--- src/logic/fp_cfg.svh ---
/*
 * Constants for the front-panel status logic: register offsets, field
 * positions, reset values, sleep codes and timing figures.
 * Assumes it is included by bare name from the module.
 */
`ifndef FP_CFG_SVH
`define FP_CFG_SVH

`define FP_ADDR_CTRL_LO 4'h0
`define FP_ADDR_CTRL_HI 4'h4
`define FP_ADDR_STATUS 4'h8

`define FP_SWFAIL_BIT 0
`define FP_GREEN_EN_BIT 0
`define FP_CTRL_RST 8'h00

`define FP_SLP_S0 2'h0
`define FP_SLP_S3 2'h1
`define FP_SLP_S4 2'h2
`define FP_SLP_S5 2'h3

`define FP_CLK_HZ 25000000
`define FP_BLINK_HALF_MS 500
`define FP_HOLD_MS 4000

`endif

--- src/logic/fp_pkg.sv ---
/*
 * Types for the front-panel status logic.
 * Assumes fp_cfg.svh is on the include path.
 */
package fp_pkg;

    typedef struct packed {
        logic green;
        logic red;
    } led2_t;

    typedef struct packed {
        logic green;
        logic yellow;
    } disk_t;

    typedef enum logic [1:0] {PWR_ON, PWR_S3, PWR_S4, PWR_OFF} pwr_t;

    typedef struct packed {
        logic [1:0] sleep;
        logic handle_open;
        logic power_fault;
        logic rails_ok;
        logic red_gpio;
        logic sata_pch;
        logic sata_ctrl;
        logic proc_hot;
        logic supply_fail_n;
        logic power_event;
    } pins_t;

    typedef struct packed {
        pins_t s1;
        pins_t s2;
        logic evt_prev;
        logic [1:0] code_prev;
        logic [23:0] div;
        logic tick;
        logic blink;
        logic [3:0] hold;
        pwr_t pwr;
        logic after_rst;
        logic act_seen;
        logic [7:0] ctrl_lo;
        logic [7:0] ctrl_hi;
        logic [7:0] rdata;
        led2_t pg;
        led2_t gp;
        disk_t hd;
        logic ot;
        logic supply_en_n;
        logic fail_gpio;
    } st_t;

endpackage

--- src/logic/front_panel_status_indicator.sv ---
/*
 * Front-panel indicator decode and main-supply control for a CPU card.
 * Assumes all pin inputs are asynchronous to clk and that software uses
 * the plain register port with read data one cycle after the strobe.
 */
`timescale 1ns/1ps
`include "fp_cfg.svh"

module front_panel_status_indicator
    import fp_pkg::*;
#(
    parameter int unsigned BLINK_HALF_CYC =
        `FP_CLK_HZ / 1000 * `FP_BLINK_HALF_MS
)
(
    input wire logic clk,
    input wire logic reset,
    input wire logic [3:0] addr,
    input wire logic [7:0] wdata,
    input wire logic we,
    input wire logic re,
    output logic [7:0] rdata,
    input wire logic [1:0] sleep_state,
    input wire logic handle_open,
    input wire logic power_fault,
    input wire logic rails_ok,
    input wire logic red_indicator_gpio,
    input wire logic sata_act_chipset,
    input wire logic sata_act_ctrl,
    input wire logic proc_hot,
    input wire logic supply_fail_n,
    input wire logic power_event,
    output led2_t power_good_indicator,
    output led2_t general_purpose_indicator,
    output disk_t disk_activity_indicator,
    output logic overtemp_indicator,
    output logic main_supply_enable_n,
    output logic supply_fail_gpio
);

    localparam int HOLD_TICKS = `FP_HOLD_MS / `FP_BLINK_HALF_MS;
    localparam logic [23:0] DIV_LAST = 24'(BLINK_HALF_CYC - 1);
    localparam logic [3:0] HOLD_LAST = 4'(HOLD_TICKS - 1);

    st_t q;
    st_t d;
    logic evt_rise;
    logic sw_fail;
    logic asleep;

    assign evt_rise = q.s2.power_event & ~q.evt_prev;
    assign sw_fail = q.ctrl_lo[`FP_SWFAIL_BIT];
    assign asleep = (q.pwr != PWR_ON);

    always_comb
    begin
        d = q;
        d.s1 = '{sleep: sleep_state,
                 handle_open: handle_open,
                 power_fault: power_fault,
                 rails_ok: rails_ok,
                 red_gpio: red_indicator_gpio,
                 sata_pch: sata_act_chipset,
                 sata_ctrl: sata_act_ctrl,
                 proc_hot: proc_hot,
                 supply_fail_n: supply_fail_n,
                 power_event: power_event};
        d.s2 = q.s1;
        d.evt_prev = q.s2.power_event;
        d.code_prev = q.s2.sleep;

        // One divider feeds every blink and the handle timer
        d.tick = 1'b0;
        if (q.div == DIV_LAST)
        begin
            d.div = '0;
            d.tick = 1'b1;
            d.blink = ~q.blink;
        end
        else
        begin
            d.div = q.div + 24'h000001;
        end

        // Timer runs in half-second steps, so four seconds is coarse
        if (!q.s2.handle_open)
        begin
            d.hold = '0;
        end
        else if (q.tick && q.hold != HOLD_LAST)
        begin
            d.hold = q.hold + 4'h1;
        end

        case (q.pwr)
            PWR_OFF:
            begin
                if (evt_rise)
                begin
                    d.pwr = PWR_ON;
                end
            end
            PWR_ON, PWR_S3, PWR_S4:
            begin
                case (q.s2.sleep)
                    `FP_SLP_S0: d.pwr = PWR_ON;
                    `FP_SLP_S3: d.pwr = PWR_S3;
                    `FP_SLP_S4: d.pwr = PWR_S4;
                    default:
                    begin
                        // Entry only on the code's edge, so a power event
                        // is not undone by a stale soft-off code
                        if (q.code_prev != `FP_SLP_S5)
                        begin
                            d.pwr = PWR_OFF;
                        end
                    end
                endcase
            end
            default: d.pwr = PWR_ON;
        endcase
        if (q.s2.handle_open && q.tick && q.hold == HOLD_LAST)
        begin
            d.pwr = PWR_OFF;
        end

        // Set wins over the tick that would clear it
        if (q.s2.sata_pch)
        begin
            d.act_seen = 1'b1;
        end
        else if (q.tick)
        begin
            d.act_seen = 1'b0;
        end

        if (we)
        begin
            case (addr)
                `FP_ADDR_CTRL_LO: d.ctrl_lo = wdata;
                `FP_ADDR_CTRL_HI:
                begin
                    d.ctrl_hi = wdata;
                    d.after_rst = 1'b0;
                end
                default: ;
            endcase
        end

        d.rdata = '0;
        if (re)
        begin
            case (addr)
                `FP_ADDR_CTRL_LO: d.rdata = q.ctrl_lo;
                `FP_ADDR_CTRL_HI: d.rdata = q.ctrl_hi;
                `FP_ADDR_STATUS:
                    d.rdata = {q.s2.supply_fail_n, q.s2.rails_ok,
                               q.s2.power_fault, q.s2.handle_open,
                               q.after_rst, q.act_seen, 2'(q.pwr)};
                default: d.rdata = '0;
            endcase
        end

        // Power-good: fault, then software, then handle, then state
        if (q.s2.power_fault)
        begin
            d.pg = '{green: 1'b0, red: 1'b1};
        end
        else if (sw_fail)
        begin
            d.pg = '{green: 1'b0, red: q.blink};
        end
        else if (q.s2.handle_open)
        begin
            d.pg = '{green: q.blink, red: q.blink};
        end
        else if (asleep)
        begin
            d.pg = '0;
        end
        else
        begin
            d.pg = '{green: q.s2.rails_ok, red: 1'b0};
        end

        // Sleep patterns own the whole general indicator
        case (q.pwr)
            PWR_OFF, PWR_S4: d.gp = '{green: 1'b1, red: 1'b0};
            PWR_S3: d.gp = '0;
            default:
            begin
                if (q.after_rst)
                begin
                    d.gp = '{green: 1'b0, red: q.blink};
                end
                else
                begin
                    d.gp.green = q.ctrl_hi[`FP_GREEN_EN_BIT];
                    d.gp.red = q.s2.red_gpio;
                end
            end
        endcase

        case (q.pwr)
            PWR_OFF, PWR_S3: d.hd.green = 1'b1;
            PWR_S4: d.hd.green = 1'b0;
            default: d.hd.green = q.act_seen & q.blink;
        endcase
        d.hd.yellow = q.s2.sata_ctrl;

        d.ot = q.s2.proc_hot;
        d.supply_en_n = (q.pwr == PWR_OFF);
        d.fail_gpio = q.s2.supply_fail_n;
    end

    always_ff @(posedge clk)
    begin
        if (reset)
        begin
            q <= '0;
            q.pwr <= PWR_ON;
            q.after_rst <= 1'b1;
            q.ctrl_lo <= `FP_CTRL_RST;
            q.ctrl_hi <= `FP_CTRL_RST;
            q.fail_gpio <= 1'b1;
            // Syncs start at the idle level: no false warning after reset
            q.s1.supply_fail_n <= 1'b1;
            q.s2.supply_fail_n <= 1'b1;
        end
        else
        begin
            q <= d;
        end
    end

    assign rdata = q.rdata;
    assign power_good_indicator = q.pg;
    assign general_purpose_indicator = q.gp;
    assign disk_activity_indicator = q.hd;
    assign overtemp_indicator = q.ot;
    assign main_supply_enable_n = q.supply_en_n;
    assign supply_fail_gpio = q.fail_gpio;
endmodule

--- config.mk ---
export PLATFORM = sky130hd
export DESIGN_NAME = front_panel_status_indicator
export DESIGN_NICKNAME = d
export VERILOG_FILES = /design/src/logic/fp_pkg.sv /design/src/logic/front_panel_status_indicator.sv
export VERILOG_INCLUDE_DIRS = /design/src /design/src/logic
export SDC_FILE = /design/constraint.sdc
export NUM_CORES = 1
export LEC_CHECK = 0
export ABC_CLOCK_PERIOD_IN_PS = 4700
export BUFFER_PORTS_ARGS = -buffer_cell sky130_fd_sc_hd__buf_2
export CAP_MARGIN = 15
export CORE_MARGIN = 4
export CORE_UTILIZATION = 60
export DETAILED_ROUTE_END_ITERATION = 10
export PLACE_DENSITY = 0.82
export SLEW_MARGIN = 20
export SYNTH_ARGS = -nofsm -noshare
export SYNTH_HDL_FRONTEND = slang
export SYNTH_SLANG_ARGS = --single-unit
--- constraint.sdc ---
create_clock -name clk -period 4.7 [get_ports clk]
set_input_delay 0.94 -clock clk [delete_from_list [all_inputs] [get_ports clk]]
set_output_delay 0.94 -clock clk [all_outputs]
set_load 0.1 [all_outputs]
---- After elaboration in Yosys (flattened, before gate mapping) ----
Cells that the tools add are included.
word-level totals
  output and inout port bits .............. 17
  register bits ........................... 92
  logic and storage cells ................. 96
  input port bits ......................... 27
operators by class
  $add $sub $neg .......................... 2
  bitwise logic cells ..................... 6
  equality and inequality tests ........... 13
  muxes and demuxes ....................... 16
  reductions and logical operators ........ 18
operator list
  kind                                                  number
  adder 24 x 1 -> 24 bit (second input constant)        1
  equality test 24 bit (second input constant)          1
  case mux 8 bit (3 select lines)                       1
  2-to-1 mux 2 bit                                      7
  OR reduction 2 bit                                    5
  equality test 4 x 3 -> 1 bit (second input constant)  2
  case mux 2 bit (2 select lines)                       2
  equality test 2 bit (second input constant)           3
  != test 6 bit (second input constant)                 1
  case mux 2 bit (3 select lines)                       1
  AND reduction 2 bit                                   3
  OR reduction 3 bit                                    2
  adder 4 x 1 -> 4 bit (second input constant)          1
  equality test 2 x 1 -> 1 bit (second input constant)  2
  equality test 4 bit (second input constant)           1
  logical NOT 2 bit                                     2
  logical NOT 4 bit                                     1
  2-to-1 mux 1 bit                                      4
  != test 4 x 3 -> 1 bit (second input constant)        1
  NOT 1 bit                                             4
  nonzero test 2 bit                                    2
  logical AND 1 bit                                     3
  != test 3 x 1 -> 1 bit (second input constant)        1
  AND 1 bit                                             2
  other kinds (2)                                       2

---- Longest topological paths before layout ----
Gate-level depths: netlist (run 1).
  depth after elaboration ................. 5
  depth in mapped cells ................... 6
  mapped depth without buffers ............ 5

---- Worst setup path after synthesis (run 1) ----
Ideal clock, no wire load.
  kind .................................... input port to flip-flop
  from .................................... input port addr[3]
  to ...................................... register q[17] (netlist name)
  path buffers ............................ 2
  data arrival time ....................... 1.788 ns
  stages on the path ...................... 5
  data required time ...................... 4.572 ns
  library setup time ...................... 0.128 ns
  slack ................................... 2.784 ns
  cells stage by stage .................... clkbuf_1 > nand4b_1 > buf_2 > mux2i_1 > nor2_1
on the way
  longest elaborated chain between the ends .. 2
RTL lines
  what                                  line                                 RTL
  start, declared                       front_panel_status_indicator.sv:18   input wire logic [3:0] addr,
  equality test 4 x 3 -> 1 bit          front_panel_status_indicator.sv:139  case (addr)
  AND reduction 2 bit (no source line)  -
  end, declared                         front_panel_status_indicator.sv:45   st_t q;
No other way between the ends.
A chain may end at the register's enable or synchronous reset.

---- Final worst setup path (run 1) ----
  from .................................... input port addr[2]
  to ...................................... register q[22] (netlist name)
Same word-level chain as after synthesis.

==> impl_metrics.env, run 1 <==
export IMPL_fin_worst_skew_ns=0.00639
export IMPL_postCtsSetupRepairBufs=0
export IMPL_dr_pass1_iters=4
export IMPL_pre_cts_ws_ns=1.97
export IMPL_synth_commonest_cells="dfxtp_1 (92), nor2_1 (55), nor2b_1 (28)"
export IMPL_cp_top_family="simple AND/OR/NAND/NOR gates"
export IMPL_io_pins=44
export IMPL_synth_most_common_cell="dfxtp_1"
export IMPL_tns_ns=0
export IMPL_clkSlewWorstSetupHoldPaths_ns=0.09
export IMPL_status="completed"
export IMPL_netlist_instances=373
export IMPL_cts_resized=0
export IMPL_start_kind="input pin"
export IMPL_synth_edf_count=0
export IMPL_netlist_cell_type_count=41
export IMPL_overflow=0
export IMPL_min_period_ns=2.10
export IMPL_yosysWarnings=0
export IMPL_final_antenna_net_count=0
export IMPL_track_usage=0.181
export IMPL_crit_path_end_kind="flip-flop"
export IMPL_met1_length_um=2790
export IMPL_ys_ff_latch=92
export IMPL_die_height_um=85.1
export IMPL_dr_wl_met3_um=369
export IMPL_wl_met2_um=3070
export IMPL_crit_slowest_cell="nand4b_1"
export IMPL_clk_latency_ns=0.35
export IMPL_cp_data_required_time_ns=4.90
export IMPL_max_freq_ghz=0.477
export IMPL_io_buffer_count=43
export IMPL_cp_arrival_ns=2.30
export IMPL_crit_cells=4
export IMPL_drt_iter0_drc=89
export IMPL_crit_fanout=12
export IMPL_coreArea_um2=5640
export IMPL_place_gp_congestion=0.811
export IMPL_ir_drop_uv=307
export IMPL_h_tree_depth=3
export IMPL_grt_pass1_wl_um=10600
export IMPL_crit_chain="buf_2 > nand4b_1 > mux2i_1 > nor2_1"
export IMPL_path_buf_inv=1
export IMPL_yosys_area_top_type="dfxtp_1"
export IMPL_num_vias=2575
export IMPL_start_util=0.633
export IMPL_cts_sinks=92
export IMPL_ctsHoldBuffers=0
export IMPL_max_stage_delay_ns=0.64
export IMPL_holdPathStages=1
export IMPL_drc_errors=0
export IMPL_worst_pin_slew_ns=0.965
export IMPL_synth_area_leaders="dfxtp_1 (52%), mux2i_1 (7.0%), nor2_1 (5.8%), nor2b_1 (4.9%), buf_4 (3.6%)"
export IMPL_fin_area_um2=3930
export IMPL_vias_per_cell=5.48
export IMPL_power_density_nw_per_um2=382
export IMPL_p_total_w=0.00150
export IMPL_top_layer_used="met4"
export IMPL_synthToLayoutAreaGrowth_pct=10.1
export IMPL_rsz0062_at_grt="no"
export IMPL_die_w_um=85.1
export IMPL_route_detailed_wl_per_inst_um=13.4
export IMPL_numCtsBuffers=9
export IMPL_max_cap_viol_count=0
export IMPL_insertedDiodeCount=0
export IMPL_place_hpwl_um=4380
export IMPL_setup_violations=0
export IMPL_synth_fp_nets=402
export IMPL_final_core_util=0.697
export IMPL_setup_ws_ns=2.60
export IMPL_nets=422
export IMPL_hold_viol_final=0
export IMPL_clk_path_buf_depth=2
export IMPL_seq_area_frac_synth=0.516
export IMPL_synth_area_per_cell_um2=9.57
export IMPL_grt_pass1_vias=2501
export IMPL_root_buffer="clkbuf_8"
export IMPL_synth_flop_cell="dfxtp_1"
export IMPL_die_area_um2=7250
export IMPL_grt_start_max_net_pins=60
export IMPL_fin_crit_sh=0.446
export IMPL_p_leak_nw=1.60
export IMPL_yosysTopAreaCellShare=0.516
export IMPL_maxSlewViolCount=0
export IMPL_reg2reg_depth=5
export IMPL_synthArstFlopShare=0
export IMPL_hp_class="flip-flop to flip-flop"
export IMPL_syn_cell_area_um2=3570
export IMPL_drive_gt1_frac=0.173
export IMPL_timing_slew_headroom=0.357
export IMPL_drt_wl_total_um=6320
export IMPL_row_count=27
export IMPL_cts_tree="built"
export IMPL_critical_path_class="input pin to flip-flop"
export IMPL_antenna_found_initial=0
export IMPL_postPlaceCellArea_um2=3680
per-layer routing:
metal | global-route usage | up-vias
met2 | 0.309 | 66
li1 | - | 1294
met4 | 0.0763 | 0
met3 | 0.0573 | 9
met1 | 0.209 | 1206
met5 | 0 | -
flip-flops by register name, summed over array words and instances (netlist names):
| register | cells |
|---|---|
| rdata | 8 |
| q | 58 |
| main_supply_enable_n | 1 |
| overtemp_indicator | 1 |
| power_good_indicator | 2 |
| disk_activity_indicator | 2 |
| d | 17 |
| general_purpose_indicator | 2 |
| supply_fail_gpio | 1 |
cell usage in the layout (no fill, tap or decap), drive strengths merged, types with 4 or more instances in the layout:
cell	netlist	layout
a21oi	24	24
and3	5	5
and4	4	4
buf	25	43
clkbuf	9	10
dfxtp	92	92
inv	4	6
mux2i	25	25
nand2	17	17
nand3	14	14
nand4	6	6
nor2	55	55
nor2b	28	28
o21ai	7	7
o31ai	4	4
or3	6	6
or4	5	5
xor2	13	13
where the power goes:
group	internal, W	leakage, nW	switching [W]
Sequential	0.000795	0.748	0.00000940
Combinational	0.0000258	0.729	0.0000417
Clock	0.000360	0.123	0.000271
metrics by stage:
step | hold WS, ns | cells
CTS | 0.448 | 470
floorplan | 0.389 | 373
global route | 0.458 | 470
finish | 0.444 | 470
detailed placement | 0.428 | 454
global placement | 0.416 | 454
cells by family (layout without fill, tap and decap cells):
group,after synthesis,count (layout),synth area share
flops,92,92,0.516
xor+xnor,15,15,0.0368
mux,25,25,0.0701
simple gates,159,159,0.240
buf+inv,38,63,0.0620
compound gates,42,42,0.0687
fa+ha+maj,2,2,0.00701
final timing paths:
kind | startpoint | slack (ns) | endpoint
worst max-delay path | addr[2] | 2.60 | q[22]
worst min-delay path | d[75] | 0.44 | q[75]
worst max register to register | q[43] | 2.73 | q[55]
worst min register to register | d[75] | 0.44 | q[75]
area by class of cell:
cell class | instances | area, µm²
Sequential cell | 92 | 1840
Fill cell | 425 | 1710
Multi-Input combinational cell | 243 | 1520
Timing Repair Buffer | 43 | 215
Clock buffer | 10 | 128
Clock inverter | 6 | 119
Tap cell | 72 | 90.1
Inverter | 4 | 15.0
Power figures use the tool's default switching activity.
==> run 2: changes to the inputs <==
--- a/config.mk
+++ b/config.mk
@@ -6,13 +6,14 @@
 export SDC_FILE = /design/constraint.sdc
 export NUM_CORES = 1
 export LEC_CHECK = 0
-export ABC_CLOCK_PERIOD_IN_PS = 4700
+export ABC_AREA = 1
+export ABC_CLOCK_PERIOD_IN_PS = 1800
 export BUFFER_PORTS_ARGS = -buffer_cell sky130_fd_sc_hd__buf_2
 export CAP_MARGIN = 15
 export CORE_MARGIN = 4
-export CORE_UTILIZATION = 60
+export CORE_UTILIZATION = 52
 export DETAILED_ROUTE_END_ITERATION = 10
-export PLACE_DENSITY = 0.82
+export PLACE_DENSITY = 0.75
 export SLEW_MARGIN = 20
 export SYNTH_ARGS = -nofsm -noshare
 export SYNTH_HDL_FRONTEND = slang
==> constraint.sdc (replaced) <==
create_clock -name clk -period 1.8 [get_ports clk]
set_input_delay 0.36 -clock clk [delete_from_list [all_inputs] [get_ports clk]]
set_output_delay 0.36 -clock clk [all_outputs]
set_load 0.1 [all_outputs]
==> run 2 against run 1 <==
  * Synthesized cell count is 44% higher
  * Total power is 140% higher
  * Area after synthesis is 7.6% higher
  * Die area is 22% higher
  * Sequential share of layout area is 3.7 points lower
  * Critical path type is now flip-flop to flip-flop
  * Via count is 28% higher
  * Combinational power grew to 2.9 times the previous value
  * Design area is 8.6% higher
  * Final cell count is 43% higher
  * Clock power is 120% higher
  * Core utilization is 11 points lower
==> impl_metrics.env, run 2 <==
export IMPL_cts_resized=0
export IMPL_fin_area_um2=4270
export IMPL_worst_pin_slew_ns=0.529
export IMPL_critical_path_class="flip-flop to flip-flop"
export IMPL_final_common_cell="nand2_1"
export IMPL_netlist_instances=536
export IMPL_p_total_w=0.00367
export IMPL_setup_ws_ns=0.244
export IMPL_drt_wl_total_um=7880
export IMPL_yosysTopAreaCellShare=0.479
export IMPL_synth_fp_nets=565
export IMPL_maxSlewViolCount=0
export IMPL_drive_gt1_frac=0.129
export IMPL_synth_flop_cell="dfxtp_1"
export IMPL_syn_cell_area_um2=3840
export IMPL_synth_most_common_cell="nand2_1"
export IMPL_pre_cts_ws_ns=0.256
export IMPL_yosys_area_top_type="dfxtp_1"
export IMPL_final_cell_mix="nand2_1 (130), dfxtp_1 (92), nor2_1 (90)"
export IMPL_die_area_um2=8830
export IMPL_fin_crit_sh=0.864
export IMPL_fin_worst_skew_ns=0.00953
export IMPL_regArea_um2=1840
export IMPL_antenna_found_initial=0
export IMPL_clk_path_buf_depth=2
export IMPL_start_util=0.533
export IMPL_crit_fanout=22
export IMPL_power_density_nw_per_um2=860
export IMPL_route_detailed_wl_per_inst_um=11.7
export IMPL_grt_pass1_wl_um=13400
export IMPL_final_antenna_net_count=0
export IMPL_cts_tree="built"
export IMPL_rsz0062_at_grt="no"
export IMPL_drt_iter0_drc=180
export IMPL_place_hpwl_um=5890
export IMPL_multi_input_area_um2=1570
export IMPL_yosysWarnings=0
export IMPL_io_buffer_count=43
export IMPL_status="completed"
export IMPL_min_period_ns=1.56
export IMPL_num_vias=3296
export IMPL_synth_area_per_cell_um2=7.17
export IMPL_seq_area_frac_synth=0.479
export IMPL_max_cap_viol_count=0
export IMPL_hold_ws_ns=0.185
export IMPL_synthArstFlopShare=0
export IMPL_insertedDiodeCount=0
export IMPL_setup_violations=0
export IMPL_io_pins=44
export IMPL_place_gp_congestion=0.934
export IMPL_ys_ff_latch=92
export IMPL_dr_pass1_iters=5
export IMPL_die_w_um=94.0
export IMPL_ir_drop_uv=513
export IMPL_drc_errors=0
export IMPL_ctsHoldBuffers=0
export IMPL_synthToLayoutAreaGrowth_pct=11.1
export IMPL_die_height_um=94.0
export IMPL_track_usage=0.189
export IMPL_synth_area_leaders="dfxtp_1 (48%), nand2_1 (13%), nor2_1 (8.8%), inv_1 (6.8%), nand3_1 (6.1%)"
export IMPL_vias_per_cell=4.89
export IMPL_postPlaceCellArea_um2=4070
export IMPL_nets=599
export IMPL_cp_data_required_time_ns=2.04
export IMPL_clkSlewWorstSetupHoldPaths_ns=0.09
export IMPL_hp_class="input pin to flip-flop"
export IMPL_max_freq_ghz=0.643
export IMPL_postCtsSetupRepairBufs=0
export IMPL_crit_path_end_kind="flip-flop"
export IMPL_r2r_start="q[43]"
export IMPL_top_register="q"
export IMPL_numCtsBuffers=9
export IMPL_holdPathStages=2
export IMPL_r2r_end="q[55]"
export IMPL_cp_arrival_ns=1.80
export IMPL_grt_pass1_vias=3061
export IMPL_tns_ns=0
export IMPL_p_leak_nw=1.76
export IMPL_grt_start_max_net_pins=23
export IMPL_synth_edf_count=0
export IMPL_h_tree_depth=3
export IMPL_row_count=31
export IMPL_synth_commonest_cells="nand2_1 (130), dfxtp_1 (92), nor2_1 (90)"
export IMPL_netlist_cell_type_count=25
export IMPL_hp_start="supply_fail_n"
export IMPL_hold_viol_final=0
export IMPL_cts_sinks=92
export IMPL_coreArea_um2=7210
export IMPL_largest_reg_flops=58
export IMPL_timing_slew_headroom=0.646
export IMPL_root_buffer="clkbuf_8"
export IMPL_rrSetupSlack_ns=0.24
export IMPL_start_kind="flip-flop"
export IMPL_fillCellCount=687
export IMPL_reg2reg_depth=7
export IMPL_overflow=0
export IMPL_clk_latency_ns=0.35
export IMPL_whs_endpoint="d[71]"
[run 2: cell count changes after synthesis, moves of 5 or more]
cell,previous run,this run
a21oi_1,24,35
and3_1,5,0
buf_2,6,1
nand2_1,16,130
xor2_1,13,4
nor2_1,55,90
nand3_1,13,47
or3_1,6,0
inv_1,4,70
nor2b_1,28,0
mux2i_1,25,0
[run 2: worst max-delay path, cell delays in order (launching register included)]
cell and delay (ns):
dfxtp_1 0.39, ha_1 0.22, nand3_1 0.14, nor2_1 0.16, nand3_1 0.15, nand2_1 0.14, buf_12 0.17, nor2_1 0.06
[run 2: worst max path at each step]
stage	cells after the start	endpoint	slack, ns	start
detailed placement	7	rdata[3]	0.26	addr[1]
CTS	7	q[58]	0.26	q[43]
global placement	7	rdata[7]	0.27	addr[1]
global route	7	q[59]	0.11	q[43]
floorplan	7	q[56]	0.45	q[43]
finish	7	q[55]	0.24	q[43]
[run 2: report_power, final]
part           internal, W  switching (W)
clock network     0.000657       0.000723
logic            0.0000646       0.000130
registers          0.00208      0.0000219
total              0.00280       0.000875
[run 2: cell families (layout without fill, tap and decap cells)]
logic type	count (synthesis)	after routing	synth area share
XOR/XNOR	8	8	0.0182
flip-flops	92	92	0.479
AND/OR/NAND/NOR	293	293	0.324
AO/OA/AOI/OAI	45	45	0.0596
adder cells (fa/ha/maj)	2	2	0.00651
buffers and inverters	96	135	0.113
[run 2: final cells by class]
type | instances | area share
flip-flops and latches | 92 | 0.431
multi-input cells | 348 | 0.368
clock buffers | 10 | 0.0299
repair buffers | 49 | 0.0639
inverters | 70 | 0.0615
clock inverters | 6 | 0.0167
well taps | 99 | 0.0290
[run 2: routing by layer]
metal  routed length (µm)  vias up  GRT usage
met4                   74        0     0.0529
met2                 3820       91      0.321
met5                    0        -          0
met1                 3520     1477      0.238
li1                     -     1721          -
met3                  464        7     0.0457
[run 2: metrics by stage]
stage | utilization | cells
after floorplan | - | 536
after global placement | 0.564 | 658
after detailed placement | 0.564 | 658
after CTS | 0.592 | 674
after global routing | 0.592 | 674
final | 0.592 | 674
==> run 3: changes to the inputs <==
--- a/config.mk
+++ b/config.mk
@@ -11,9 +11,10 @@
 export BUFFER_PORTS_ARGS = -buffer_cell sky130_fd_sc_hd__buf_2
 export CAP_MARGIN = 15
 export CORE_MARGIN = 4
-export CORE_UTILIZATION = 52
+export CORE_UTILIZATION = 54
+export CTS_BUF_LIST = sky130_fd_sc_hd__clkbuf_8
 export DETAILED_ROUTE_END_ITERATION = 10
-export PLACE_DENSITY = 0.75
+export PLACE_DENSITY = 0.78
 export SLEW_MARGIN = 20
 export SYNTH_ARGS = -nofsm -noshare
 export SYNTH_HDL_FRONTEND = slang
==> run 3 against run 2 <==
  * Final cell count decreased by 0.30%
  * Core utilization is 2.7 points higher
  * Clock skew up 0.0017 ns
  * Register-to-register slack better by 0.08 ns
  * Global-route usage is 0.80 points higher
  * Total power decreased by 3.8%
  * Critical path type is now flip-flop to primary output
  * Flip-flop and latch count unchanged
  * Non-clock buffer count increased by 1
  * Worst setup slack gained 0.075 ns
  * Critical path depth is 6 lower
==> impl_metrics.env, run 3 (synthesis results as in run 2) <==
export IMPL_status="completed"
export IMPL_final_core_util=0.619
export IMPL_num_vias=3314
export IMPL_final_antenna_net_count=0
export IMPL_min_period_ns=1.48
export IMPL_tns_ns=0
export IMPL_worst_pin_slew_ns=0.598
export IMPL_root_buffer="clkbuf_8"
export IMPL_die_height_um=92.4
export IMPL_die_area_um2=8530
export IMPL_die_w_um=92.4
export IMPL_h_tree_depth=3
export IMPL_crit_cells=1
export IMPL_drc_errors=0
export IMPL_crit_slowest_cell="buf_2"
export IMPL_pre_cts_ws_ns=0.269
export IMPL_cp_arrival_ns=1.12
export IMPL_postCtsSetupRepairBufs=0
export IMPL_drive_gt1_frac=0.130
export IMPL_route_detailed_wl_per_inst_um=11.7
export IMPL_place_gp_congestion=0.898
export IMPL_critical_path_class="flip-flop to primary output"
export IMPL_final_cell_mix="nand2_1 (130), dfxtp_1 (92), nor2_1 (90)"
export IMPL_final_common_cell="nand2_1"
export IMPL_hold_ws_ns=0.199
export IMPL_clkSlewWorstSetupHoldPaths_ns=0.10
export IMPL_hold_viol_final=0
export IMPL_dr_pass1_iters=4
export IMPL_crit_chain="buf_2"
export IMPL_track_usage=0.197
export IMPL_row_count=30
export IMPL_vias_per_cell=4.93
export IMPL_nets=600
export IMPL_maxSlewViolCount=0
export IMPL_setup_ws_ns=0.319
export IMPL_timing_slew_headroom=0.600
export IMPL_io_buffer_count=43
export IMPL_holdPathStages=3
export IMPL_start_util=0.560
export IMPL_synthToLayoutAreaGrowth_pct=10.6
export IMPL_ir_drop_uv=422
export IMPL_rsz0062_at_grt="no"
export IMPL_reg2reg_depth=8
export IMPL_grt_start_max_net_pins=31
export IMPL_ctsHoldBuffers=0
export IMPL_max_stage_delay_ns=0.42
export IMPL_cts_resized=0
export IMPL_insertedDiodeCount=0
export IMPL_clk_path_buf_depth=2
export IMPL_p_leak_nw=1.76
export IMPL_cp_data_required_time_ns=1.44
export IMPL_cts_sinks=92
export IMPL_hp_class="input pin to flip-flop"
export IMPL_clk_latency_ns=0.35
export IMPL_drt_iter0_drc=175
export IMPL_start_kind="flip-flop"
export IMPL_postPlaceCellArea_um2=4070
export IMPL_overflow=0
export IMPL_grt_pass1_wl_um=13700
export IMPL_numCtsBuffers=9
export IMPL_cp_top_family="buffers and inverters"
export IMPL_max_freq_ghz=0.675
export IMPL_drt_wl_total_um=7870
export IMPL_cts_tree="built"
export IMPL_fin_area_um2=4250
export IMPL_antenna_found_initial=0
export IMPL_path_buf_inv=1
export IMPL_coreArea_um2=6870
export IMPL_fin_worst_skew_ns=0.0112
export IMPL_largest_reg_flops=58
export IMPL_power_density_nw_per_um2=831
export IMPL_crit_fanout=1
export IMPL_io_pins=44
export IMPL_top_register="q"
export IMPL_place_hpwl_um=5820
export IMPL_crit_path_end_kind="primary output"
export IMPL_max_cap_viol_count=0
export IMPL_setup_violations=0
export IMPL_grt_pass1_vias=3068
export IMPL_fin_crit_sh=0.823
==> run 3: changes by cell type in the layout (fill, tap and decap cells not counted), sizes merged <==
cell / delta
buf: +1
bufinv: -1
clkbuf: -1
clkinv: +2
==> run 3: path summary, 6_finish.rpt <==
kind         slack [ns]       end     start
min                0.20     d[72]  proc_hot
min reg2reg        0.41      d[3]     d[73]
max                0.32  rdata[0]  rdata[0]
max reg2reg        0.32     q[61]     q[43]
==> run 3: metrics by stage <==
| stage | instances | total power (W) |
|---|---|---|
| 2_1_floorplan | 536 | 0.00228 |
| 3_3_place_gp | 656 | 0.00233 |
| 3_5_place_dp | 656 | 0.00234 |
| 4_1_cts | 672 | 0.00356 |
| 5_1_grt | 672 | 0.00368 |
| 6_report | 672 | 0.00353 |
==> run 3: cell type report <==
| cell class | count | area [µm²] |
|---|---|---|
| fill | 616 | 2620 |
| sequential | 92 | 1840 |
| multi-input combinational | 348 | 1570 |
| timing repair buffer | 50 | 280 |
| inverter | 70 | 263 |
| clock buffer | 9 | 124 |
| tap | 96 | 120 |
| clock inverter | 7 | 53.8 |
==> run 3: power by group <==
part,switching (W),internal (W)
Combinational,0.000131,0.0000644
Sequential,0.0000209,0.00208
Clock,0.000729,0.000511
Total,0.000881,0.00265
==> run 3: metal layers <==
metal  vias up  wire length, µm  GRT usage
met5         -                0          0
met4         0              126     0.0891
met3        13              393     0.0366
met2       104             3700      0.314
met1      1477             3660      0.259
li1       1720                -          -
